[config.mk]
export PLATFORM = sky130hd
export DESIGN_NAME = zscm_core
export DESIGN_NICKNAME = d
export VERILOG_FILES = /design/src/rtl/zscm_core.v /design/src/rtl/zscm_stuffer.v
export VERILOG_INCLUDE_DIRS = /design/src /design/src/inc
export SDC_FILE = /design/constraint.sdc
export NUM_CORES = 2
export LEC_CHECK = 0
export BUFFER_PORTS_ARGS = -buffer_cell sky130_fd_sc_hd__buf_2
export CAP_MARGIN = 5
export CORE_AREA = 4 4 298 592
export DETAILED_ROUTE_END_ITERATION = 7
export DIE_AREA = 0 0 302 596
export GPL_ROUTABILITY_DRIVEN = 0
export GPL_TIMING_DRIVEN = 0
export SYNTH_ARGS = -nofsm -noshare
export SYNTH_HDL_FRONTEND = slang
export SYNTH_HIERARCHICAL = 1
export SYNTH_SLANG_ARGS = --single-unit
[constraint.sdc]
create_clock -name pclk -period 17.2 [get_ports pclk]
set_clock_uncertainty 0.05 [all_clocks]
set_input_delay 1.72 -clock pclk [delete_from_list [all_inputs] [get_ports pclk]]
set_output_delay 1.72 -clock pclk [all_outputs]
set_load 0.005 [all_outputs]
[src/inc/zscm_defines.vh]
`ifndef ZSCM_DEFINES_VH
`define ZSCM_DEFINES_VH

// APB register byte offsets
`define ZSCM_ADDR_CTRL      12'h004
`define ZSCM_ADDR_STATUS    12'h008

// Control register field positions
`define ZSCM_INTERP_HI      7
`define ZSCM_INTERP_LO      6
`define ZSCM_MODF_HI        5
`define ZSCM_MODF_LO        4
`define ZSCM_ZSTUFF_BIT     3
`define ZSCM_CPLX_BIT       2
`define ZSCM_CSIGN_BIT      1

// Control register reset value
`define ZSCM_CTRL_RESET     8'h00

// Modulation frequency codes
`define ZSCM_MOD_OFF        2'b00
`define ZSCM_MOD_HALF       2'b01
`define ZSCM_MOD_QUARTER    2'b10
`define ZSCM_MOD_EIGHTH     2'b11

// Midscale code inserted by zero stuffing
`define ZSCM_MIDSCALE       16'h8000

// 0.707 in Q1.15
`define ZSCM_COS45          16'h5a82

`endif

[src/rtl/zscm_core.v]
// Implementation choices: register access over APB and the placing of the registers.
`timescale 1ns/10ps
`include "zscm_defines.vh"

module zscm_core
#(
    parameter W = 16
)
(
    input  wire          pclk,
    input  wire          presetn,
    input  wire          psel,
    input  wire          penable,
    input  wire          pwrite,
    input  wire [11:0]   paddr,
    input  wire [31:0]   pwdata,
    output reg  [31:0]   prdata,
    output reg           pready,
    output reg           pslverr,
    input  wire          s_valid,
    input  wire [W-1:0]  s_i,
    input  wire [W-1:0]  s_q,
    output reg           s_ready,
    output reg  [W-1:0]  dac_i,
    output reg  [W-1:0]  dac_q,
    output reg  [1:0]    interp_sel
);

    // ----------------------------------------------------------------
    // Registers and state
    // ----------------------------------------------------------------
    reg  [7:0]   ctrl_reg;          // Control register
    reg  [2:0]   ph_reg;            // Carrier phase, eighths of a turn
    reg          mod_valid_reg;     // Modulator output valid
    reg  [W-1:0] mi_reg;            // Modulated I
    reg  [W-1:0] mq_reg;            // Modulated Q
    reg  [W-1:0] mi_next;
    reg  [W-1:0] mq_next;
    reg  signed [W-1:0] cos_c;      // Carrier cosine
    reg  signed [W-1:0] sin_c;      // Carrier sine
    reg  signed [W-1:0] real_c;     // Carrier for real modulation
    reg  [2:0]   php;               // Phase snapped onto the carrier grid
    reg  [2:0]   step;              // Phase step per sample
    wire         rdy_i;             // Stuffer ready, I lane
    wire         rdy_q;             // Stuffer ready, Q lane
    wire [W-1:0] z_i;               // Stuffer output, I lane
    wire [W-1:0] z_q;               // Stuffer output, Q lane
    wire         take;              // Sample accepted
    wire         apb_wr;
    wire         apb_rd;

    wire [1:0] modf  = ctrl_reg[`ZSCM_MODF_HI:`ZSCM_MODF_LO];
    wire       zst   = ctrl_reg[`ZSCM_ZSTUFF_BIT];
    wire       cplx  = ctrl_reg[`ZSCM_CPLX_BIT];
    wire       csign = ctrl_reg[`ZSCM_CSIGN_BIT];

    assign take   = s_valid && s_ready;
    assign apb_wr = psel && penable && pwrite;
    assign apb_rd = psel && !pwrite;

    // ----------------------------------------------------------------
    // Functions
    // ----------------------------------------------------------------
    // Carrier value at phase p (eighths): cos45 scaled, else +/-1 or 0
    function signed [W-1:0] carrier;
        input [2:0] p;
        begin
            case (p)
                3'd0: carrier = {1'b0, {(W-1){1'b1}}};
                3'd1: carrier = `ZSCM_COS45;
                3'd2: carrier = {W{1'b0}};
                3'd3: carrier = -`ZSCM_COS45;
                3'd4: carrier = {1'b1, {(W-1){1'b0}}} + 1'b1;
                3'd5: carrier = -`ZSCM_COS45;
                3'd6: carrier = {W{1'b0}};
                default: carrier = `ZSCM_COS45;
            endcase
        end
    endfunction

    // Q1.15 product, truncated back to W bits
    function signed [W-1:0] qmul;
        input signed [W-1:0] a;
        input signed [W-1:0] b;
        reg   signed [2*W-1:0] p;
        begin
            p    = a * b;
            qmul = p[2*W-2:W-1];
        end
    endfunction

    // ----------------------------------------------------------------
    // APB slave: zero wait states, unmapped address errors
    // ----------------------------------------------------------------
    always @(posedge pclk or negedge presetn)
    begin
        if (!presetn)
        begin
            ctrl_reg <= `ZSCM_CTRL_RESET;
            prdata   <= 32'h0000_0000;
            pready   <= 1'b0;
            pslverr  <= 1'b0;
        end
        else
        begin
            pready  <= psel && !penable;
            pslverr <= psel && !penable && paddr != `ZSCM_ADDR_CTRL
                       && !(paddr == `ZSCM_ADDR_STATUS && !pwrite);
            if (apb_wr && pready && paddr == `ZSCM_ADDR_CTRL)
                ctrl_reg <= pwdata[7:0];
            if (apb_rd && !penable)
            begin
                if (paddr == `ZSCM_ADDR_CTRL)
                    prdata <= {24'h000000, ctrl_reg};
                else if (paddr == `ZSCM_ADDR_STATUS)
                    prdata <= {28'h0000000, mod_valid_reg,
                               ph_reg};
                else
                    prdata <= 32'h0000_0000;
            end
        end
    end

    // ----------------------------------------------------------------
    // Carrier selection
    // ----------------------------------------------------------------
    always @*
    begin
        // Half rate steps 4, quarter 2, eighth 1 eighths a sample
        case (modf)
            `ZSCM_MOD_HALF:    step = 3'd4;
            `ZSCM_MOD_QUARTER: step = 3'd2;
            `ZSCM_MOD_EIGHTH:  step = 3'd1;
            default:           step = 3'd0;
        endcase
        // Snap the phase onto the grid of the selected rate, so a rate
        // change never leaves the carrier between its points
        php   = ph_reg & ~(step - 3'd1);
        cos_c = carrier(php);
        sin_c = carrier(php - 3'd2);
        // Half rate has no sine term: it alternates +1 and -1
        if (modf == `ZSCM_MOD_HALF)
            real_c = cos_c;
        else
            real_c = sin_c;
        if (csign)
            sin_c = -sin_c;
    end

    // ----------------------------------------------------------------
    // Modulator datapath
    // ----------------------------------------------------------------
    always @*
    begin
        if (modf == `ZSCM_MOD_OFF)
        begin
            mi_next = s_i;
            mq_next = s_q;
        end
        else if (cplx && modf != `ZSCM_MOD_HALF)
        begin
            // Complex product of (I + jQ) and carrier
            mi_next = qmul(s_i, cos_c) - qmul(s_q, sin_c);
            mq_next = qmul(s_i, sin_c) + qmul(s_q, cos_c);
        end
        else
        begin
            // Real modulation, the carrier sign plays no part
            mi_next = qmul(s_i, real_c);
            mq_next = qmul(s_q, real_c);
        end
    end

    // Modulator register; stalls while the stuffer is busy
    always @(posedge pclk or negedge presetn)
    begin
        if (!presetn)
        begin
            ph_reg        <= 3'd0;
            mod_valid_reg <= 1'b0;
            mi_reg        <= {W{1'b0}};
            mq_reg        <= {W{1'b0}};
            s_ready       <= 1'b0;
        end
        else
        begin
            s_ready <= rdy_i && rdy_q && !(take && zst);
            if (take)
            begin
                mi_reg        <= mi_next;
                mq_reg        <= mq_next;
                ph_reg        <= ph_reg + step;
                mod_valid_reg <= 1'b1;
            end
            else if (rdy_i)
                mod_valid_reg <= 1'b0;
        end
    end

    // ----------------------------------------------------------------
    // Zero stuffing after modulator, ahead of converter
    // ----------------------------------------------------------------
    zscm_stuffer #(.W(W)) u_stuff_i
    (
        .pclk     (pclk),
        .presetn  (presetn),
        .enable   (zst),
        .in_valid (mod_valid_reg),
        .in_data  (mi_reg),
        .in_ready (rdy_i),
        .out_data (z_i)
    );

    zscm_stuffer #(.W(W)) u_stuff_q
    (
        .pclk     (pclk),
        .presetn  (presetn),
        .enable   (zst),
        .in_valid (mod_valid_reg),
        .in_data  (mq_reg),
        .in_ready (rdy_q),
        .out_data (z_q)
    );

    // ----------------------------------------------------------------
    // Converter outputs and interpolation setting
    // ----------------------------------------------------------------
    always @(posedge pclk or negedge presetn)
    begin
        if (!presetn)
        begin
            dac_i      <= `ZSCM_MIDSCALE;
            dac_q      <= `ZSCM_MIDSCALE;
            interp_sel <= 2'b00;
        end
        else
        begin
            dac_i      <= z_i;
            dac_q      <= z_q;
            interp_sel <= ctrl_reg[`ZSCM_INTERP_HI:`ZSCM_INTERP_LO];
        end
    end

endmodule

[src/rtl/zscm_stuffer.v]
`timescale 1ns/10ps
`include "zscm_defines.vh"

// Zero-stuffing stage: after every modulator sample, one midscale sample
module zscm_stuffer
#(
    parameter W = 16
)
(
    input  wire         pclk,
    input  wire         presetn,
    input  wire         enable,
    input  wire         in_valid,
    input  wire [W-1:0] in_data,
    output reg          in_ready,
    output reg  [W-1:0] out_data
);

    reg         phase_reg;      // 1 while the midscale slot is due
    reg [W-1:0] data_reg;       // Output word

    // ----------------------------------------------------------------
    // Sample and midscale interleave
    // ----------------------------------------------------------------
    always @(posedge pclk or negedge presetn)
    begin
        if (!presetn)
        begin
            phase_reg <= 1'b0;
            data_reg  <= `ZSCM_MIDSCALE;
            in_ready  <= 1'b1;
        end
        else if (!enable)
        begin
            // Pass-through, one sample per clock
            phase_reg <= 1'b0;
            in_ready  <= 1'b1;
            if (in_valid)
                data_reg <= in_data;
        end
        else if (phase_reg)
        begin
            // Midscale slot doubles the output rate
            data_reg  <= `ZSCM_MIDSCALE;
            phase_reg <= 1'b0;
            in_ready  <= 1'b1;
        end
        else if (in_valid)
        begin
            // Data slot, midscale follows next cycle
            data_reg  <= in_data;
            phase_reg <= 1'b1;
            in_ready  <= 1'b0;
        end
    end

    always @*
        out_data = data_reg;

endmodule
======== After elaboration in Yosys (flattened, before gate mapping) ========
Index checks and enable logic that the tools add are counted.
cells by class
  $add $sub $neg .......................... 6
  multiply operators ...................... 6
  equal/unequal tests ..................... 19
  muxes and demuxes ....................... 29
  bitwise gates (word level) .............. 2
  reductions and logical operators ........ 27
operators with widths
  cell                                            number
  2-to-1 mux 16 bit                               12
  multiplier 16 x 16 -> 31 bit                    6
  one-hot mux 16 bit (4 select lines)             2
  == test 3 bit, second input constant            6
  adder 16 bit                                    1
  negator 16 bit                                  1
  subtractor 16 bit                               1
  logical AND 1 bit                               15
  == test 12 x 3 -> 1 bit, second input constant  1
  == test 12 x 4 -> 1 bit, second input constant  1
  == test 3 x 2 -> 1 bit, second input constant   4
  2-to-1 mux 1 bit                                12
  != test 12 x 3 -> 1 bit, second input constant  1
  one-hot mux 3 bit (3 select lines)              1
  2-to-1 mux 8 bit                                1
  OR reduction 2 bit                              4
  zero test 3 bit                                 2
  != test 3 x 1 -> 1 bit, second input constant   2
  == test 2 bit, second input constant            2
  zero test 1 bit                                 4
  2-to-1 mux 4 bit                                1
  adder 3 bit                                     1
  bitwise AND 3 bit                               1
  inverter 3 bit                                  1
  6 further kinds                                 6
storage, ports and cells
  flip-flop bits (word level) ............. 149
  bits of input ports ..................... 82
  logic and storage cells ................. 107

======== Longest topological paths before layout ========
  depth in word-level cells ............... 15
  gate-level depth with buffers ........... 47

======== Cells and area by module ========
The synthesis kept the hierarchy.
modules (own cells, without submodules)
  module        times used  cells an instance  area an instance (um2)  sequential area each (um2)
  zscm_core     1           5626               54830.1                 2229.6
  zscm_stuffer  2           58                 760.7                   452.9

======== Worst setup path after synthesis ========
No wires, ideal clock.
  path kind ............................... input to register
  from .................................... input port s_q[15]
  to ...................................... register mq_reg[15]
  setup time .............................. 0.094 ns
  data arrival time ....................... 9.270 ns
  data required time ...................... 17.056 ns
  setup slack ............................. 7.787 ns
  stages .................................. 35
  buffers on the path ..................... 2
  cells stage by stage .................... clkbuf_1 > clkbuf_1 > nand2_1 > inv_1 > fa_1 > inv_1 > fa_1 > fa_1 > inv_1 > fa_1 > fa_1 > inv_1 > fa_1 > inv_1 > ha_1 > a21o_1 > a21o_1 > a21oi_1 > o21ai_0 > nor2_1 > o21ai_0 > o21a_1 > o21a_1 > nor2_1 > xnor2_1 > ha_1 > o21a_1 > nor2_1 > a21oi_1 > a41o_1 > o41ai_1 > xnor2_1 > xnor2_1 > xnor2_1 > a211oi_1
on the way
  longest elaborated chain between the ends .. 4
  elaborated cells between the ends (all ways) .. 5
  classes of those cells .................. 1 x add/sub; 2 x mul; 2 x mux
ends and longest elaborated chain
  what                          line             RTL
  start, declared               zscm_core.v:22   input wire [W-1:0] s_q,
  multiplier 16 x 16 -> 31 bit  zscm_core.v:87   p = a * b;
  adder 16 bit                  zscm_core.v:164  mq_next = qmul(s_i, sin_c) + qmul(s_q, cos_c);
  2-to-1 mux 16 bit             zscm_core.v:160  else if (cplx && modf != `ZSCM_MOD_HALF)
  2-to-1 mux 16 bit *           zscm_core.v:155  if (modf == `ZSCM_MOD_OFF)
  end signal, assigned          zscm_core.v:182  mq_reg <= {W{1'b0}};
  end signal, assigned          zscm_core.v:191  mq_reg <= mq_next;
  end, declared                 zscm_core.v:36   reg [W-1:0] mq_reg;
Mark *: on every way between the ends. The rest lies on a longest branch, timed or not.
A chain may end at the register's enable or synchronous reset.

======== Worst setup path in the final report ========
  from .................................... register ctrl_reg[5]
  to ...................................... register mq_reg[15]
on the way
  longest elaborated chain between the ends .. 15
  elaborated cells between the ends (all ways) .. 38
  classes of those cells .................. 4 x add/sub; 3 x mul; 14 x eq/ne; 7 x mux; 2 x bitwise; 8 x reduce/logical
ends and longest elaborated chain
  what                                                     line             RTL
  start, declared                                          zscm_core.v:32   reg [7:0] ctrl_reg;
  start signal, assigned                                   zscm_core.v:99   ctrl_reg <= `ZSCM_CTRL_RESET;
  start signal, assigned                                   zscm_core.v:110  ctrl_reg <= pwdata[7:0];
  == test 2 bit or == test 2 x 1 -> 1 bit (tied branches)  zscm_core.v:130  case (modf)
  one-hot mux 3 bit (3 select lines)                       zscm_core.v:130
  subtractor 3 x 1 -> 3 bit                                zscm_core.v:138  php = ph_reg & ~(step - 3'd1);
  inverter 3 bit                                           zscm_core.v:138
  bitwise AND 3 bit                                        zscm_core.v:138
  subtractor 3 x 2 -> 3 bit                                zscm_core.v:140  sin_c = carrier(php - 3'd2);
  == test 3 bit or == test 3 x 2 -> 1 bit (tied branches)  zscm_core.v:68   case (p)
  OR reduction 2 bit (no source line)                      n/a
  one-hot mux 16 bit (4 select lines)                      zscm_core.v:68
  negator 16 bit                                           zscm_core.v:147  sin_c = -sin_c;
  2-to-1 mux 16 bit                                        zscm_core.v:146  if (csign)
  multiplier 16 x 16 -> 31 bit                             zscm_core.v:87
  adder 16 bit                                             zscm_core.v:164
  2-to-1 mux 16 bit                                        zscm_core.v:160
  2-to-1 mux 16 bit *                                      zscm_core.v:155
Marked as above.

==> qor.json <==
{
  "synthFlopType": {"value": "sky130_fd_sc_hd__dfrtp_1"},
  "drt_first_iter_violations": {"value": 2107},
  "number_of_max_cap_violations": {"value": 0},
  "post_synth_instance_area": {"value": 56400, "unit": "sq um"},
  "cpPeakStageDelay": {"value": 870, "unit": "ps"},
  "first_global_vias": {"value": 45126},
  "count_of_buffers_inserted_at_the_top_level_ports": {"value": 80},
  "residual_overflow_from_global_routing": {"value": 0},
  "die_h": {"value": 596, "unit": "um"},
  "num_rows": {"value": 215},
  "design.portCount": {"value": 151},
  "globalRouteTotalUtil": {"value": 20.5, "unit": "%"},
  "h-tree-depth": {"value": 4},
  "async_reset_ff_share": {"value": 100, "unit": "%"},
  "fin_setup_tns": {"value": 0, "unit": "ps"},
  "antenna_found_initial": {"value": 14},
  "met2_track_utilization_from_global_routing": {"value": 38.0, "unit": "%"},
  "grt_util_met1": {"value": 17.9, "unit": "%"},
  "floorplan.core_area": {"value": 172000, "unit": "sq um"},
  "synth_register_bits": {"value": 125},
  "n_fill_cell": {"value": 17592},
  "worst_hold_check_path_type": {"value": "reg2reg"},
  "critical_path.startpoint_type": {"value": "register"},
  "tritoncts": {"value": "yes"},
  "wl_per_cell": {"value": 22.1, "unit": "um"},
  "clk_transition_reported_paths": {"value": 60, "unit": "ps"},
  "clock_path_buffers": {"value": 2},
  "drt_pass1_iterations": {"value": 6},
  "synth.distinct_cells": {"value": 84},
  "timing.final.crit_share": {"value": 75.2, "unit": "%"},
  "outcome": {"value": "finished, final reports clean"},
  "largest_net_degree_at_the_start_of_global_routing": {"value": 81},
  "viasPerCell": {"value": 4.77},
  "met3_usage": {"value": 2.34, "unit": "%"},
  "antenna_left": {"value": 0},
  "final_nets": {"value": 7943},
  "grt_pass1_wl": {"value": 271000, "unit": "um"},
  "clock-root-buffer": {"value": "sky130_fd_sc_hd__clkbuf_16"},
  "critPathCaptureType": {"value": "register"},
  "dieArea": {"value": 180000, "unit": "sq um"},
  "slew_headroom": {"value": 4.03, "unit": "%"},
  "cts.repair.resized": {"value": 0},
  "area.growth.synth_to_final": {"value": 7.29, "unit": "%"},
  "grt.busiest_layer": {"value": "met2"},
  "finalWorstPathRequiredPeriod": {"value": 12940, "unit": "ps"},
  "critical_path_class": {"value": "reg2reg"},
  "timing.critical_path.buf_inv": {"value": 12},
  "setup_viol_count_final": {"value": 0},
  "cpLargestDelayFamily": {"value": "adder cells"},
  "numClockSinks": {"value": 125},
  "finalHoldViolations": {"value": 0},
  "tightestPinTransition": {"value": 1440, "unit": "ps"},
  "required": {"value": 17420, "unit": "ps"},
  "synth_enable_flop_cells": {"value": 0},
  "setup_bufs_post_cts": {"value": 0},
  "place_hpwl": {"value": 161000, "unit": "um"},
  "hold_buffers": {"value": 0},
  "post_route_cells_drive_above_1_share": {"value": 4.26, "unit": "%"},
  "timing.final.max_slew_violations": {"value": 0},
  "cts_made_buffers": {"value": 17},
  "crit_fanout": {"value": 10},
  "grt_setup_unrepaired": {"value": "no"},
  "synthesis.area_per_instance": {"value": 9.81, "unit": "sq um"},
  "cpMaxStageDelayCell": {"value": "sky130_fd_sc_hd__clkbuf_1"},
  "remaining_drc_errors": {"value": 0},
  "route.final.wire_length": {"value": 180000, "unit": "um"},
  "worstSkewPairLatency": {"value": 410, "unit": "ps"},
  "peak_freq": {"value": 0.0773, "unit": "GHz"},
  "postSynthCellCount": {"value": 5742},
  "initial_core_util": {"value": 32.8, "unit": "%"},
  "dieWidth": {"value": 302, "unit": "um"},
  "num_vias": {"value": 38997},
  "timing.critical_path.arrival": {"value": 13160, "unit": "ps"},
  "regArea": {"value": 3140, "unit": "sq um"},
  "finalCoreUtilization": {"value": 35.2, "unit": "%"},
  "multiInputGateArea": {"value": 45500, "unit": "sq um"},
  "synth_seq_area_share": {"value": 5.56, "unit": "%"},
  "yosysWarnings": {"value": 6}
}
## final cells by class
type,count,share of cell area [%]
clock buffers,18,0.710
plain buffers,168,1.35
well taps,2278,4.71
clock inverters,14,0.281
repair buffers,90,0.888
multi-input cells,3597,75.2
diodes,4,0.0166
flip-flops and latches,125,5.19
inverters,1875,11.6
## synth_stat cells (all sizes together) (6+ instances only)
| cell type | instances | area [sq um] |
|---|---|---|
| or3 | 9 | 56.3 |
| o21a | 25 | 195 |
| mux2i | 34 | 340 |
| nor2 | 184 | 691 |
| dfrtp | 119 | 2980 |
| a31oi | 8 | 50.1 |
| nand2b | 28 | 175 |
| nor3 | 46 | 235 |
| o211ai | 15 | 113 |
| a21oi | 93 | 465 |
| nand2 | 363 | 1360 |
| buf | 41 | 332 |
| nor3b | 7 | 52.6 |
| a21o | 42 | 315 |
| xor2 | 53 | 464 |
| nand4 | 13 | 81.3 |
| o22ai | 9 | 56.3 |
| fa | 1487 | 29800 |
| a211oi | 22 | 165 |
| ha | 500 | 6260 |
| mux2 | 13 | 146 |
| clkbuf | 127 | 487 |
| inv | 1875 | 7040 |
| a21boi | 6 | 48.8 |
| o21ai | 104 | 528 |
| o31ai | 9 | 67.6 |
| a2111oi | 6 | 77.6 |
| a22oi | 13 | 97.6 |
| nor2b | 23 | 144 |
| and2 | 178 | 1120 |
| and3 | 20 | 125 |
| nand3 | 27 | 135 |
| or2 | 43 | 269 |
| dfstp | 6 | 158 |
| xnor2 | 125 | 1090 |
## placed cells by master, fill, tap and decap left out, types with 9 or more instances in the layout
cell type and instances:
sky130_fd_sc_hd__nor2_1 183, sky130_fd_sc_hd__nand2_1 363, sky130_fd_sc_hd__nor2b_1 23, sky130_fd_sc_hd__xnor2_1 125, sky130_fd_sc_hd__nand4_1 13, sky130_fd_sc_hd__buf_4 27
sky130_fd_sc_hd__mux2_2 13, sky130_fd_sc_hd__or2_2 43, sky130_fd_sc_hd__inv_1 1875, sky130_fd_sc_hd__o21ai_0 96, sky130_fd_sc_hd__buf_6 11, sky130_fd_sc_hd__xor2_1 53
sky130_fd_sc_hd__conb_1 24, sky130_fd_sc_hd__mux2i_1 34, sky130_fd_sc_hd__o211ai_1 15, sky130_fd_sc_hd__o22ai_1 9, sky130_fd_sc_hd__or3_1 9, sky130_fd_sc_hd__and3_1 20
sky130_fd_sc_hd__a21o_1 42, sky130_fd_sc_hd__a21oi_1 93, sky130_fd_sc_hd__clkbuf_1 120, sky130_fd_sc_hd__ha_1 500, sky130_fd_sc_hd__o21a_1 24, sky130_fd_sc_hd__o31ai_1 9
sky130_fd_sc_hd__nor3_1 43, sky130_fd_sc_hd__nand2b_1 28, sky130_fd_sc_hd__fa_1 1487, sky130_fd_sc_hd__and2_1 176, sky130_fd_sc_hd__a211oi_1 22, sky130_fd_sc_hd__nand3_1 27
sky130_fd_sc_hd__buf_2 82, sky130_fd_sc_hd__a22oi_1 13, sky130_fd_sc_hd__dfrtp_1 119, sky130_fd_sc_hd__clkbuf_16 17
## cells by family after synthesis
family / Yosys count / share of synthesized area (%)
buffers and inverters: 2043 / 13.9
adder cells (fa/ha/maj): 1987 / 63.9
AND/OR/NAND/NOR: 957 / 8.13
AO/OA/AOI/OAI: 401 / 4.68
XOR/XNOR: 181 / 2.89
flip-flops: 125 / 5.56
multiplexers: 47 / 0.864
other: 1 / 0.00665
## per-layer routing
metal	share of wire, %	up-vias
met1	28	20105
met3	4.5	687
met2	53	1373
met4	15	16
met5	0.056	-
li1	-	16816
## worst reg2reg max path, delay by kind of cell (launching register included)
kind / cells / cell delay, ps
buf+inv: 12 / 2860
fa+ha+maj: 9 / 3720
flops: 1 / 450
simple gates: 9 / 1790
xor+xnor: 4 / 1500
compound gates: 10 / 2440
## final timing paths
| path | start | to | slack, ps | depth (start not counted) |
|---|---|---|---|---|
| min | u_stuff_q/out_data[15]$_DFF_PN1_ | dac_q[15]$_DFF_PN1_ | 310 | 0 |
| max reg2reg | ctrl_reg[5]$_DFFE_PN0P_ | mq_reg[15]$_DFFE_PN0P_ | 4260 | 44 |
| max in group asynchronous | presetn | dac_i[15]$_DFF_PN1_ | 15160 | 2 |
| min in group asynchronous | presetn | dac_q[10]$_DFF_PN0_ | 1180 | 1 |
| max | ctrl_reg[5]$_DFFE_PN0P_ | mq_reg[15]$_DFFE_PN0P_ | 4260 | 44 |
| min reg2reg | u_stuff_q/out_data[15]$_DFF_PN1_ | dac_q[15]$_DFF_PN1_ | 310 | 0 |
## through the flow
| step | cell area [sq um] | setup slack [ps] | hold WS, ps | cells |
|---|---|---|---|---|
| floorplan | 56400 | 7790 | 301 | 5765 |
| global placement | 59700 | 2520 | 305 | 8123 |
| detailed placement | 59800 | 4340 | 307 | 8131 |
| CTS | 60400 | 4250 | 314 | 8163 |
| global route | 60400 | 3780 | 313 | 8165 |
| finish | 60500 | 4260 | 314 | 8169 |
Power is not shown: default switching activity piles up to over one toggle a cycle in this logic, so the estimate is an artifact.
